$ cat src/inc/fach_pkg.sv
// package: constants shared by the flash-area command handler ends
package fach_pkg;
  // ------------------------------------------------------------
  // addressing
  // ------------------------------------------------------------
  localparam logic [15:0] FACH_CLUSTER_ID  = 16'h0023;
  localparam logic [7:0]  FACH_ENDPOINT    = 8'hE6;
  // ------------------------------------------------------------
  // payload byte positions
  // ------------------------------------------------------------
  localparam int FACH_POS_CMD    = 0;
  localparam int FACH_POS_OPT    = 1;
  localparam int FACH_POS_BLK    = 2;
  localparam int FACH_POS_OFS    = 4;
  localparam int FACH_POS_LEN    = 6;
  localparam int FACH_HDR_BYTES  = 8;
  // ------------------------------------------------------------
  // command codes
  // ------------------------------------------------------------
  localparam logic [7:0] FACH_CMD_GEOM_Q   = 8'h00;
  localparam logic [7:0] FACH_CMD_ERASE    = 8'h01;
  localparam logic [7:0] FACH_CMD_GEOM_R   = 8'h80;
  localparam logic [7:0] FACH_CMD_ERASE_R  = 8'h81;
  localparam logic [7:0] FACH_CMD_RESP_BIT = 8'h80;
  localparam logic [7:0] FACH_STATUS_OK    = 8'h00;
  localparam logic [7:0] FACH_STATUS_ERR   = 8'h01;
  // ------------------------------------------------------------
  // flash geometry
  // ------------------------------------------------------------
  localparam int              FACH_NUM_BLOCKS  = 119;
  localparam int              FACH_BLOCK_BYTES = 512;
  localparam logic [15:0]     FACH_NUM_BLOCKS16  = 16'h0077;
  localparam logic [15:0]     FACH_BLOCK_BYTES16 = 16'h0200;
  localparam logic [7:0]      FACH_ERASED_BYTE   = 8'hFF;
  localparam int              FACH_ADDR_W = 16;
  localparam int              FACH_MEM_BYTES = FACH_NUM_BLOCKS * FACH_BLOCK_BYTES;
  // ------------------------------------------------------------
  // host register map (word index)
  // ------------------------------------------------------------
  localparam logic [3:0] FACH_REG_CTRL   = 4'h0;
  localparam logic [3:0] FACH_REG_HDR0   = 4'h1;
  localparam logic [3:0] FACH_REG_HDR1   = 4'h2;
  localparam logic [3:0] FACH_REG_RESP0  = 4'h3;
  localparam logic [3:0] FACH_REG_RESP1  = 4'h4;
  localparam logic [3:0] FACH_REG_STATUS = 4'h5;
  localparam logic [3:0] FACH_REG_IRQ    = 4'h6;
  localparam logic [3:0] FACH_REG_MASK   = 4'h7;
  localparam logic [7:0] FACH_SRC_EP_RST = 8'hE6;
  localparam int         FACH_IRQ_DONE   = 0;
  localparam int         FACH_IRQ_ERR    = 1;
endpackage : fach_pkg

$ cat src/inc/fach_link_if.sv
// interface: byte-serial request and response channel between the two ends
`timescale 1ns/10ps
`default_nettype none
interface fach_link_if;
  logic       req_valid;
  logic       req_first;
  logic [7:0] req_byte;
  logic [7:0] req_src_ep;
  logic [7:0] req_dst_ep;
  logic [15:0] req_cluster;
  logic       req_bcast;
  logic       req_ready;
  logic       rsp_valid;
  logic       rsp_first;
  logic [7:0] rsp_byte;
  logic [7:0] rsp_dst_ep;

  modport device
  (
    input  req_valid, req_first, req_byte, req_src_ep, req_dst_ep, req_cluster, req_bcast,
    output req_ready, rsp_valid, rsp_first, rsp_byte, rsp_dst_ep
  );
  modport host
  (
    output req_valid, req_first, req_byte, req_src_ep, req_dst_ep, req_cluster, req_bcast,
    input  req_ready, rsp_valid, rsp_first, rsp_byte, rsp_dst_ep
  );
endinterface : fach_link_if
`default_nettype wire

$ cat src/design/fach_device.sv
// module: device end, decodes requests and runs geometry and erase commands
// ------------------------------------------------------------
// Summary of operation
// - requests go to cluster 0x23, endpoint 0xE6
// - header: cmd, options, block, offset, length
// - multi-byte fields sent most significant first
// - unicast request gets reply to source endpoint
// - broadcast requests get no reply
// - reply shown as explicit receive frame
// - reply byte 1 carries status, not options
// - status bit 0 flags error, rest reserved
// - geometry query: code 0x00, zero fields
// - geometry reply 0x80, block count, size
// - geometry and erase reply length zero
// - flash is 119 blocks of 512 bytes
// - erase uses code 0x01, block index given
// - erase sets every bit to one
// - erase whole blocks only, offset ignored
// - length zero erases every block
// - single erase length equals block size
// - erase reply 0x81 echoes block, offset
// ------------------------------------------------------------
`timescale 1ns/10ps
`default_nettype none
module fach_device
(
  // clock and reset
  input  wire logic   clk,
  input  wire logic   rst_n,
  // link
  fach_link_if.device link,
  // status
  output logic        busy,
  output logic        erasing
);
  import fach_pkg::*;

  typedef enum logic [2:0] {FACH_S_RECV, FACH_S_DRAIN, FACH_S_EXEC, FACH_S_ERASE,
                            FACH_S_SEND} fach_dstate_t;

  fach_dstate_t state_q;
  logic [2:0]   idx_q;
  logic [7:0]   hdr_q [FACH_HDR_BYTES];
  logic [7:0]   src_ep_q;
  logic         reply_q;
  logic [7:0]   status_q;
  logic [7:0]   rcmd_q;
  logic [15:0]  rblk_q;
  logic [15:0]  rofs_q;
  logic [15:0]  ers_addr_q;
  logic [15:0]  ers_end_q;
  logic         rsp_valid_q;
  logic         rsp_first_q;
  logic [7:0]   rsp_byte_q;
  logic         req_ready_q;
  logic         accept_q;

  // ------------------------------------------------------------
  // decode of captured header
  // ------------------------------------------------------------
  wire [7:0]  cmd_w   = hdr_q[FACH_POS_CMD];
  wire [15:0] blk_w   = {hdr_q[FACH_POS_BLK], hdr_q[FACH_POS_BLK+1]};
  wire [15:0] ofs_w   = {hdr_q[FACH_POS_OFS], hdr_q[FACH_POS_OFS+1]};
  wire [15:0] len_w   = {hdr_q[FACH_POS_LEN], hdr_q[FACH_POS_LEN+1]};
  wire        is_geom = (cmd_w == FACH_CMD_GEOM_Q);
  wire        is_ers  = (cmd_w == FACH_CMD_ERASE);
  wire        ers_all = is_ers && (len_w == 16'h0000);
  wire        blk_ok  = (blk_w < FACH_NUM_BLOCKS16);
  wire        bad     = !(is_geom || is_ers) || (is_ers && !ers_all && !blk_ok);
  wire [15:0] blk_base = 16'(blk_w * FACH_BLOCK_BYTES16);
  wire        for_us  = (link.req_cluster == FACH_CLUSTER_ID)
                     && (link.req_dst_ep == FACH_ENDPOINT);
  wire        take    = link.req_valid && req_ready_q;
  wire        last_hdr = take && (idx_q == 3'(FACH_HDR_BYTES-1));
  wire        ers_last = (ers_addr_q == ers_end_q);

  // response byte mux, multi-byte fields most significant first
  logic [7:0] out_byte;
  always_comb
  begin
    out_byte = 8'h00;
    case (idx_q)
      3'd0:    out_byte = rcmd_q;
      3'd1:    out_byte = status_q;
      3'd2:    out_byte = rblk_q[15:8];
      3'd3:    out_byte = rblk_q[7:0];
      3'd4:    out_byte = rofs_q[15:8];
      3'd5:    out_byte = rofs_q[7:0];
      default: out_byte = 8'h00;
    endcase
  end

  // ------------------------------------------------------------
  // flash array
  // ------------------------------------------------------------
  fach_flash u_flash
  (
    .clk     (clk),
    .rst_n   (rst_n),
    .wr_en   (state_q == FACH_S_ERASE),
    .addr    (ers_addr_q),
    .wr_data (FACH_ERASED_BYTE),
    .rd_data ()
  );

  // ------------------------------------------------------------
  // control
  // ------------------------------------------------------------
  always_ff @(posedge clk or negedge rst_n)
  begin
    if (!rst_n)
    begin
      state_q     <= FACH_S_RECV;
      idx_q       <= 3'd0;
      src_ep_q    <= 8'h00;
      reply_q     <= 1'b0;
      accept_q    <= 1'b0;
      status_q    <= FACH_STATUS_OK;
      rcmd_q      <= 8'h00;
      rblk_q      <= 16'h0000;
      rofs_q      <= 16'h0000;
      ers_addr_q  <= 16'h0000;
      ers_end_q   <= 16'h0000;
      rsp_valid_q <= 1'b0;
      rsp_first_q <= 1'b0;
      rsp_byte_q  <= 8'h00;
      req_ready_q <= 1'b1;
      busy        <= 1'b0;
      erasing     <= 1'b0;
      for (int i = 0; i < FACH_HDR_BYTES; i++)
        hdr_q[i] <= 8'h00;
    end
    else
    begin
      rsp_valid_q <= 1'b0;
      rsp_first_q <= 1'b0;
      case (state_q)
        FACH_S_RECV:
        begin
          if (take)
          begin
            if (link.req_first)
            begin
              hdr_q[0] <= link.req_byte;
              idx_q    <= 3'd1;
              src_ep_q <= link.req_src_ep;
              reply_q  <= !link.req_bcast && for_us;
              accept_q <= for_us;
            end
            else
            begin
              hdr_q[idx_q] <= link.req_byte;
              idx_q        <= idx_q + 3'd1;
            end
            if (last_hdr && !link.req_first)
            begin
              state_q     <= FACH_S_EXEC;
              req_ready_q <= 1'b0;
              busy        <= 1'b1;
            end
          end
        end
        FACH_S_EXEC:
        begin
          rcmd_q   <= cmd_w | FACH_CMD_RESP_BIT;
          status_q <= bad ? FACH_STATUS_ERR : FACH_STATUS_OK;
          rblk_q   <= is_geom ? FACH_NUM_BLOCKS16 : blk_w;
          rofs_q   <= is_geom ? FACH_BLOCK_BYTES16 : ofs_w;
          idx_q    <= 3'd0;
          // broadcast erase still runs, only the reply is suppressed
          if (is_ers && !bad && accept_q)
          begin
            ers_addr_q <= ers_all ? 16'h0000 : blk_base;
            ers_end_q  <= ers_all ? 16'(FACH_MEM_BYTES-1)
                                  : 16'(blk_base + FACH_BLOCK_BYTES16 - 16'h0001);
            erasing    <= 1'b1;
            state_q    <= FACH_S_ERASE;
          end
          else
            state_q <= reply_q ? FACH_S_SEND : FACH_S_DRAIN;
        end
        FACH_S_ERASE:
        begin
          ers_addr_q <= ers_addr_q + 16'h0001;
          if (ers_last)
          begin
            erasing <= 1'b0;
            state_q <= reply_q ? FACH_S_SEND : FACH_S_DRAIN;
          end
        end
        FACH_S_SEND:
        begin
          rsp_valid_q <= 1'b1;
          rsp_first_q <= (idx_q == 3'd0);
          rsp_byte_q  <= out_byte;
          idx_q       <= idx_q + 3'd1;
          if (idx_q == 3'(FACH_HDR_BYTES-1))
            state_q <= FACH_S_DRAIN;
        end
        FACH_S_DRAIN:
        begin
          idx_q       <= 3'd0;
          req_ready_q <= 1'b1;
          busy        <= 1'b0;
          state_q     <= FACH_S_RECV;
        end
        default: state_q <= FACH_S_RECV;
      endcase
    end
  end

  assign link.req_ready  = req_ready_q;
  assign link.rsp_valid  = rsp_valid_q;
  assign link.rsp_first  = rsp_first_q;
  assign link.rsp_byte   = rsp_byte_q;
  assign link.rsp_dst_ep = src_ep_q;
endmodule // fach_device
`default_nettype wire

$ cat src/design/fach_flash.sv
// module: flash storage array with one byte read/write port; the device erases by writing through it byte by byte
`timescale 1ns/10ps
`default_nettype none
module fach_flash
(
  // clock and reset
  input  wire logic                         clk,
  input  wire logic                         rst_n,
  // access port
  input  wire logic                         wr_en,
  input  wire logic [fach_pkg::FACH_ADDR_W-1:0] addr,
  input  wire logic [7:0]                   wr_data,
  output logic      [7:0]                   rd_data
);
  import fach_pkg::*;

  logic [7:0] mem [FACH_MEM_BYTES];

  // ------------------------------------------------------------
  // storage
  // ------------------------------------------------------------
  always_ff @(posedge clk)
  begin
    if (wr_en)
      mem[addr] <= wr_data;
  end

  always_ff @(posedge clk or negedge rst_n)
  begin
    if (!rst_n)
      rd_data <= 8'h00;
    else
      rd_data <= mem[addr];
  end
endmodule // fach_flash
`default_nettype wire

$ cat src/flat_wrapper.sv
// flat-port wrapper written by rule: the top's interface ports become plain ports
module fach_device_flat import fach_pkg::*;
  (clk, rst_n, busy, erasing, link_req_valid, link_req_first, link_req_byte, link_req_src_ep, link_req_dst_ep, link_req_cluster, link_req_bcast, link_req_ready, link_rsp_valid, link_rsp_first, link_rsp_byte, link_rsp_dst_ep);
  fach_link_if link_i ();
  input  wire logic clk;
  input  wire logic rst_n;
  output logic busy;
  output logic erasing;
  input wire logic [$bits(link_i.req_valid)-1:0] link_req_valid;
  input wire logic [$bits(link_i.req_first)-1:0] link_req_first;
  input wire logic [$bits(link_i.req_byte)-1:0] link_req_byte;
  input wire logic [$bits(link_i.req_src_ep)-1:0] link_req_src_ep;
  input wire logic [$bits(link_i.req_dst_ep)-1:0] link_req_dst_ep;
  input wire logic [$bits(link_i.req_cluster)-1:0] link_req_cluster;
  input wire logic [$bits(link_i.req_bcast)-1:0] link_req_bcast;
  output wire logic [$bits(link_i.req_ready)-1:0] link_req_ready;
  output wire logic [$bits(link_i.rsp_valid)-1:0] link_rsp_valid;
  output wire logic [$bits(link_i.rsp_first)-1:0] link_rsp_first;
  output wire logic [$bits(link_i.rsp_byte)-1:0] link_rsp_byte;
  output wire logic [$bits(link_i.rsp_dst_ep)-1:0] link_rsp_dst_ep;
  assign link_i.req_valid = link_req_valid;
  assign link_i.req_first = link_req_first;
  assign link_i.req_byte = link_req_byte;
  assign link_i.req_src_ep = link_req_src_ep;
  assign link_i.req_dst_ep = link_req_dst_ep;
  assign link_i.req_cluster = link_req_cluster;
  assign link_i.req_bcast = link_req_bcast;
  assign link_req_ready = link_i.req_ready;
  assign link_rsp_valid = link_i.rsp_valid;
  assign link_rsp_first = link_i.rsp_first;
  assign link_rsp_byte = link_i.rsp_byte;
  assign link_rsp_dst_ep = link_i.rsp_dst_ep;
  fach_device u_core (.clk(clk), .rst_n(rst_n), .link(link_i), .busy(busy), .erasing(erasing));
endmodule
$ cat config.mk
export PLATFORM = sky130hd
export DESIGN_NAME = fach_device_flat
export DESIGN_NICKNAME = d
export VERILOG_FILES = /design/src/inc/fach_pkg.sv /design/src/inc/fach_link_if.sv /design/src/design/fach_device.sv /design/src/design/fach_flash.sv /design/src/flat_wrapper.sv
export SDC_FILE = /design/constraint.sdc
export NUM_CORES = 1
export LEC_CHECK = 0
export BUFFER_PORTS_ARGS = -buffer_cell sky130_fd_sc_hd__buf_4
export CAP_MARGIN = 20
export CORE_MARGIN = 3
export CORE_UTILIZATION = 35
export CTS_CLUSTER_DIAMETER = 50
export DETAILED_ROUTE_END_ITERATION = 6
export SLEW_MARGIN = 20
export SYNTH_ARGS = -nofsm -noshare
export SYNTH_HDL_FRONTEND = slang
export SYNTH_SLANG_ARGS = --single-unit
$ cat constraint.sdc
create_clock -name clk -period 2 [get_ports clk]
set_input_delay 0.4 -clock clk [delete_from_list [all_inputs] [get_ports clk]]
set_output_delay 0.4 -clock clk [all_outputs]
set_load 0.02 [all_outputs]
==> results of run 1 <==
## timing repair
| action | in CTS | in global routing |
|---|---|---|
| pin swaps | 0 | 1 |
| endpoints found under the setup margin | 1 | 20 |
| resized for setup | 1 | 10 |
| hold buffers | 1 | 0 |
| hold endpoints to repair | 47 | 0 |
## logic make-up (layout without fill, tap and decap cells)
logic type	after synthesis	after routing	share of synthesized area
AND/OR/NAND/NOR	147	147	0.1172
AO/OA/AOI/OAI	137	137	0.1532
XOR/XNOR	10	10	0.01313
flip-flops	150	150	0.5628
adder cells (fa/ha/maj)	7	7	0.01313
multiplexers	67	67	0.1125
buffers and inverters	42	144	0.02794
## cell type report
class,count,area share
Sequential cell,150,0.4531
Tap cell,229,0.03457
Clock buffer,18,0.05298
Timing Repair Buffer,102,0.09917
Inverter,10,0.004528
Multi-Input combinational cell,368,0.3342
Clock inverter,14,0.02143
## Yosys cell counts, types with 7 or more instances
library cell / n
ha_1: 7
o21ai_0: 27
nand4_1: 11
nor4_1: 15
clkbuf_1: 19
nor3_1: 8
buf_2: 8
inv_1: 9
a22oi_1: 7
xnor2_1: 9
mux2_2: 64
nand3_1: 13
a31oi_1: 10
dfrtp_1: 149
o21ai_1: 9
nand2_1: 45
nor2_1: 21
a22o_1: 36
a222oi_1: 8
o22a_1: 7
## metal layers
layer | up-vias | part of all wire | track usage
met4 | 0 | 0.014 | 0.04955
met3 | 18 | 0.058 | 0.04034
li1 | 2291 | - | -
met2 | 148 | 0.47 | 0.2646
met5 | - | 0 | 0
met1 | 2465 | 0.46 | 0.2249
## where the power goes
part	internal [mW]	leakage [nW]	switching, mW
combinational	0.0696	1.61	0.0989
sequential	3.03	2.09	0
clock	1.94	0.307	1.39
total	5.04	4.01	1.49
## state kept, by name, summed over array words and instances, names as in the netlist, 3 cells and up
register                count
u_core.ers_addr_q          16
u_core.ers_end_q            8
u_core.idx_q                3
u_core.link.rsp_dst_ep      8
u_core.state_q              3
u_core.cmd_w                8
u_core.hdr_q               32
u_core.rofs_q              16
u_core.link.rsp_byte        8
u_core.rblk_q              16
u_core.rcmd_q               8
u_core.blk_w               16
## worst paths after layout
path | start | depth (start not counted) | slack, ns | endpoint
setup / recovery | u_core.blk_w[15] | 5 | 0.09 | u_core.ers_addr_q[5]
hold / removal | link_req_bcast | 2 | 0.16 | u_core.reply_q
setup reg to reg | u_core.blk_w[15] | 5 | 0.09 | u_core.ers_addr_q[5]
hold reg to reg | u_core.rcmd_q[7] | 1 | 0.48 | u_core.rcmd_q[7]
max in group asynchronous | rst_n | 3 | 0.84 | u_core.erasing
min in group asynchronous | rst_n | 2 | 0.49 | u_core.hdr_q[28]
## metrics by stage
stage / total power [mW] / utilization / instance area (um^2) / setup TNS (ns)
after global routing: 6.748 / 0.4522 / 8289 / -0.07544
after floorplan: 3.098 / - / 6671 / 0
after CTS: 6.607 / 0.4501 / 8250 / 0
after global placement: 3.258 / 0.4157 / 7621 / 0
after detailed placement: 3.262 / 0.4157 / 7621 / -0.03095
final: 6.530 / 0.4522 / 8289 / 0
==> impl_metrics.ini, run 1 <==
[run_status]
status = finished clean

[grt]
antenna_found_initial = 0
grt_pass1_wl_um = 26740
grt.total_usage = 0.1657
grt_start_max_net_pins = 51
grt_overflow_total = 0
grt_pass1_vias = 4972

[floorplan]
core_um2 = 18330
start_util = 0.3639
die-height_um = 144.1
rows = 49
die_area_um2 = 20750
pin_count = 66
fp.dieW_um = 144.1

[routing]
viasPerCell = 5.524
wl_um = 16600
postRouteAntennaNets = 0
num_vias = 4922
drt-initial-drc-count = 338
drc_errors = 0
wire_per_inst_um = 18.63
first_pass_iters = 5

[finish]
final_cell_mix = dfrtp_1, buf_4, mux2_2
stdcell_count = 891
diodes = 0
fill_cells = 1671
area_delta_synth_final_pct = 24.25
register_area_um2 = 3756
final_common_cell = dfrtp_1
drive_above_1_share = 0.3338
final_nets = 701
multiInputGateArea_um2 = 2770

[critical_path]
path_cells = nor4_2 -> nand3_1 -> o21ba_4 -> or2_4 -> a31o_2
crit_family = simple AND/OR/NAND/NOR gates
crit_slowest_cell = dfrtp_1
critPathBufInv = 0
crit_type = register to register
cpPeakStageDelay_ns = 0.41
crit_fanout = 14
cp_data_arrival_time_ns = 2.22
cp-end-kind = register
start_kind = register
crit_required_ns = 2.31

[power]
p_per_area_nw_per_um2 = 787.7
ir_drop_mv = 0.6007
p_leak_nw = 4.012

[yosys]
synth_top_area_cell = dfrtp_1
synth_warnings = 0
synthTopCellsByArea = dfrtp_1, mux2_2, a22o_1
syn_inst = 560
ys_ff_latch = 150
synthFlopType = dfrtp_1
avgSynthCellArea_um2 = 11.91
synth_nets = 612
yosys.area.top_type_share = 0.5589
yosysUniqueCellTypes = 62
ys_seq_area_frac = 0.5628
synth_edf_count = 0
syn_area_um2 = 6671
ys_async_sr_fraction = 1.000

[cts]
numCtsBuffers = 17
clk_pin_slew_ns = 0.06
cts_tree = done
post-cts-setup-buffers = 0
clk_latency_ns = 0.42
h-tree-depth = 4
cts_buffer_depth = 2
cts.sinks = 150
clock-root-buffer = clkbuf_16

[timing]
fmax_mhz = 524.0
setup_viol = 0
hold_ws_ns = 0.1645
tightest_slew_ns = 0.5453
fin_worst_skew_ns = 0.007436
finalMaxSlewViolations = 0
rsz0062_at_grt = true
layout_setup_ws_ns = 0.09156
slew_headroom = 0.6340
period_minus_slack_ns = 1.908
hold_viol_final = 0
min_period_over_period = 0.9542

[placed_design]
port_buffers = 65
place_ws_ns = -0.03095
gp_congestion = 0.8738
post-place-cells = 858
dp_hpwl_um = 11740

[worst_hold_path]
hp-class = input pin to register

[job]
drv_cap = 0
(Power assumes the default switching activity.)
==> inputs of run 2 (changes only) <==
--- a/config.mk
+++ b/config.mk
@@ -11,6 +11,7 @@
 export CORE_UTILIZATION = 35
 export CTS_CLUSTER_DIAMETER = 50
 export DETAILED_ROUTE_END_ITERATION = 6
+export SETUP_SLACK_MARGIN = 0.3
 export SLEW_MARGIN = 20
 export SYNTH_ARGS = -nofsm -noshare
 export SYNTH_HDL_FRONTEND = slang
==> impl_metrics.ini, run 2 (synthesis gave the netlist of run 1 again) <==
[run_status]
status = finished clean

[timing]
tightest_slew_ns = 0.5008
min_period_over_period = 0.9253
period_minus_slack_ns = 1.851
finalMaxSlewViolations = 0
rsz0062_at_grt = true
setup_viol = 0
fin_worst_skew_ns = 0.01022
hold_viol_final = 0
hold_ws_ns = 0.1715
slew_headroom = 0.6649
fmax_mhz = 540.4

[critical_path]
reg2reg_slack_ns = 0.15
crit_type = register to register
rr_worst_depth = 6
cp_data_arrival_time_ns = 2.22
crit_end = u_core.ers_addr_q[9]
worstReg2RegStart = u_core.state_q[0]
startpoint = u_core.state_q[0]
crit_fanout = 13
start_kind = register
crit_required_ns = 2.36
cp-end-kind = register
r2r-end = u_core.ers_addr_q[9]

[placed_design]
postPlaceCellArea_um2 = 7625
gp_congestion = 0.8622
dp_hpwl_um = 11840
port_buffers = 65

[routing]
wl_um = 18710
wire_per_inst_um = 20.14
drc_errors = 0
viasPerCell = 5.666
drt-initial-drc-count = 519
first_pass_iters = 5
postRouteAntennaNets = 0
num_vias = 5264

[floorplan]
fp.dieW_um = 144.1
start_util = 0.3639
die-height_um = 144.1
core_um2 = 18330
rows = 49
die_area_um2 = 20750
pin_count = 66

[finish]
area_delta_synth_final_pct = 36.76
final_common_cell = dfrtp_1
drive_above_1_share = 0.4514
final_nets = 739
final_cell_mix = dfrtp_1, buf_4, mux2_2
fin_util = 0.4977
stdcell_area_um2 = 9124
fill_cells = 1581
largest_reg_flops = 32
diodes = 0
regMostFlops = u_core.hdr_q

[power]
p_per_area_nw_per_um2 = 723.9
ir_drop_mv = 0.6325
p_leak_nw = 4.364
p_total_mw = 6.604

[cts]
cts.sinks = 150
numCtsBuffers = 17
cts_buffer_depth = 2
clk_latency_ns = 0.43
h-tree-depth = 4
cts_tree = done
clock-root-buffer = clkbuf_16
clk_pin_slew_ns = 0.06

[grt]
grt_start_max_net_pins = 46
grt_pass1_wl_um = 28440
grt.total_usage = 0.1780
grt_overflow_total = 0
grt_pass1_vias = 5165
antenna_found_initial = 0

[worst_hold_path]
hp-class = input pin to register

[job]
drv_cap = 0
-- run 2: through the flow --
step | std cells | setup TNS [ns] | worst slack [ns]
after CTS | 902 | 0 | 0.1654
final | 929 | 0 | 0.1494
after global routing | 929 | 0 | 0.06624
after floorplan | 560 | 0 | 0.2892
after detailed placement | 856 | -0.08818 | -0.03389
after global placement | 856 | 0 | 0.03314
-- run 2: repair_timing --
action | CTS | global route
endpoints found under the hold margin | 41 | 0
pin swaps | 18 | 36
cloned | 0 | 1
gates resized for setup | 55 | 82
hold buffers | 1 | 0
buffers inserted | 13 | 26
endpoints found under the setup margin | 118 | 135
-- run 2: power by group --
group	internal, mW	switching (mW)
sequential	3.03	0
clock	2.09	1.31
combinational	0.0687	0.104
total	5.19	1.41
-- run 2: cell type report --
| class | instances | area (um^2) | area share |
|---|---|---|---|
| flip-flops and latches | 150 | 3771 | 0.4133 |
| multi-input cells | 368 | 3188 | 0.3494 |
| clock buffers | 21 | 470.5 | 0.05156 |
| inverters | 10 | 45.04 | 0.004937 |
| clock inverters | 11 | 160.2 | 0.01755 |
| well taps | 229 | 286.5 | 0.03140 |
| repair buffers | 140 | 1202 | 0.1318 |
-- run 2: worst min path at each step --
| stage | start | endpoint | slack [ns] | depth (start not counted) |
|---|---|---|---|---|
| global route | link_req_bcast | u_core.reply_q | 0.16 | 2 |
| finish | link_req_bcast | u_core.reply_q | 0.17 | 2 |
| CTS | link_req_bcast | u_core.reply_q | 0.16 | 2 |
| floorplan | rst_n | u_core.accept_q | 0.10 | 0 |
| detailed placement | rst_n | u_core.hdr_q[27] | 0.35 | 1 |
| global placement | rst_n | u_core.hdr_q[27] | 0.34 | 1 |
-- run 2: worst max-delay path, stage by stage (launching register included) --
cell and delay [ns]:
dfrtp_2 0.44, buf_4 0.15, and4bb_2 0.33, nand4_2 0.18
buf_6 0.21, o21ai_4 0.26, o221a_2 0.22
-- run 2: routing by layer --
metal	part of all wire	routed length [um]	global-route usage
met5	0	0	0
met4	0.019	354	0.05451
met3	0.063	1172	0.04233
met2	0.48	9049	0.2807
met1	0.43	8134	0.2447
==> inputs of run 3 (changes only) <==
--- a/config.mk
+++ b/config.mk
@@ -15,4 +15,5 @@
 export SLEW_MARGIN = 20
 export SYNTH_ARGS = -nofsm -noshare
 export SYNTH_HDL_FRONTEND = slang
+export SYNTH_HIERARCHICAL = 1
 export SYNTH_SLANG_ARGS = --single-unit
==> impl_metrics.ini, run 3 <==
[run_status]
status = finished clean

[power]
p_leak_nw = 4.309
pwr-share-seq = 0.369
p_per_area_nw_per_um2 = 1304
intPower_mw = 7.996
switching_share = 0.3344
ir_drop_mv = 0.9248
pwr-share-clk = 0.255
switchingPower_mw = 4.018
p_total_mw = 12.01
power_frac_comb = 0.376

[grt]
grt_pass1_wl_um = 29960
grt_start_max_net_pins = 45
grt_overflow_total = 0
antenna_found_initial = 0
grt.total_usage = 0.1870
grt_pass1_vias = 5406

[yosys]
synth_top_area_cell = dfrtp_1
syn_inst = 566
synth_common_cells = dfrtp_1, mux2_2, nand2_1, a22o_1
ys_async_sr_fraction = 1.000
ys_seq_area_frac = 0.5626
synth_nets = 618
yosysUniqueCellTypes = 63
yosys.area.top_type_share = 0.5587
avgSynthCellArea_um2 = 11.79
synth_edf_count = 0
ys_ff_latch = 150
synth_most_common_cell = dfrtp_1
synth_warnings = 6
synthTopCellsByArea = dfrtp_1, mux2_2, a22o_1
synthFlopType = dfrtp_1
syn_area_um2 = 6674

[floorplan]
pin_count = 66
die-height_um = 144.1
start_util = 0.3641
fp.dieW_um = 144.1
core_um2 = 18330
rows = 49
die_area_um2 = 20760

[critical_path]
cpPeakStageDelay_ns = 0.55
crit_slowest_cell = dfstp_2
critPathBufInv = 1
crit_required_ns = 2.31
cp_data_arrival_time_ns = 2.20
startpoint = u_core/link.req_ready
crit_type = register to register
crit_family = simple AND/OR/NAND/NOR gates
worstReg2RegStart = u_core/link.req_ready
crit_fanout = 8
start_kind = register
path_cells = nand2_4 -> nor4_4 -> nand3b_4 -> nor3_4 -> buf_12 -> mux2_4
cp-end-kind = register

[timing]
finalMaxSlewViolations = 0
hold_viol_final = 0
tns_ns = 0
fin_worst_skew_ns = 0.01063
period_minus_slack_ns = 1.893
layout_setup_ws_ns = 0.1068
slew_headroom = 0.6995
setup_viol = 0
rsz0062_at_grt = true
fmax_mhz = 528.2
tightest_slew_ns = 0.4508
min_period_over_period = 0.9466

[finish]
final_nets = 760
final_common_cell = dfrtp_1
area_delta_synth_final_pct = 38.08
multiInputGateArea_um2 = 3302
largest_reg_flops = 32
register_area_um2 = 3759
fin_util = 0.5027
regMostFlops = u_core/hdr_q
final_cell_mix = dfrtp_1, buf_4, nand2_1
diodes = 0
drive_above_1_share = 0.4471
fill_cells = 1567

[routing]
num_vias = 5250
postRouteAntennaNets = 0
first_pass_iters = 5
wire_per_inst_um = 19.93
wl_um = 18870
drt-initial-drc-count = 525
drc_errors = 0
viasPerCell = 5.544

[cts]
clk_pin_slew_ns = 0.06
cts_tree = done
numCtsBuffers = 17
clock-root-buffer = clkbuf_16
cts.sinks = 150
clk_latency_ns = 0.43
cts_buffer_depth = 2
h-tree-depth = 4

[worst_hold_path]
hp-start = link_req_bcast
hp-class = input pin to register

[job]
drv_cap = 0

[placed_design]
dp_hpwl_um = 12860
gp_congestion = 0.8623
place_ws_ns = 0.05641
port_buffers = 65
[run 3: final timing paths]
kind                                            to  slack [ns]  cells past startpoint
setup / recovery                  u_core/hdr_q[18]        0.11                      6
hold / removal                      u_core/reply_q        0.15                      2
setup reg to reg                  u_core/hdr_q[18]        0.11                      6
hold reg to reg            u_core/link.rsp_byte[3]        0.48                      1
max in group asynchronous    u_core/link.req_ready        0.88                      3
min in group asynchronous  u_core/link.rsp_byte[2]        0.48                      2
[run 3: power by group through the flow]
stage          clock network (mW)  registers, mW  logic [mW]
2_1_floorplan                   0           4.32        1.69
3_3_place_gp                    0           4.35        2.83
3_5_place_dp                    0           4.39        2.88
4_1_cts                      3.11           4.37        3.79
5_1_grt                      3.24           4.51        4.79
6_report                     3.06           4.43        4.52
[run 3: area by class of cell]
class	count	share of cell area
Multi-Input combinational cell	385	0.3583
Clock buffer	18	0.04657
Tap cell	229	0.03109
Clock inverter	11	0.01426
Timing Repair Buffer	146	0.1386
Sequential cell	150	0.4079
Inverter	8	0.003259
[run 3: timing repair]
item	CTS	global route
pin swaps	16	37
gates cloned	0	1
hold buffers	1	0
gates resized for setup	73	63
setup buffers	19	8
endpoints found under the hold margin	41	0
endpoints found under the setup margin	118	141
[run 3: logic make-up (layout without fill, tap and decap cells)]
logic type                 after synthesis  in the layout  synth area share
buffers and inverters                   31            183           0.01987
adders and majority gates                7              7           0.01312
xor gates and xnor gates                10             10           0.01312
muxes                                   65             65            0.1095
DFF                                    150            150            0.5626
AOI/OAI and AO/OA                      139            139            0.1496
and+or+nand+nor                        164            164            0.1322
[run 3: routing by layer]
layer,GRT usage,vias to the layer above,routed length (um)
met5,0,-,0
met4,0.04807,0,183
met3,0.03406,16,799
met2,0.3050,130,9362
met1,0.2590,2706,8525
li1,-,2398,-
[run 3: stage by stage]
step	hold WS, ns	cell area (um^2)	instances
6_report	0.1537	9215	947
5_1_grt	0.1446	9215	947
4_1_cts	0.1354	8919	938
3_5_place_dp	0.3666	7909	889
3_3_place_gp	0.3589	7909	889
2_1_floorplan	0.1044	6761	566
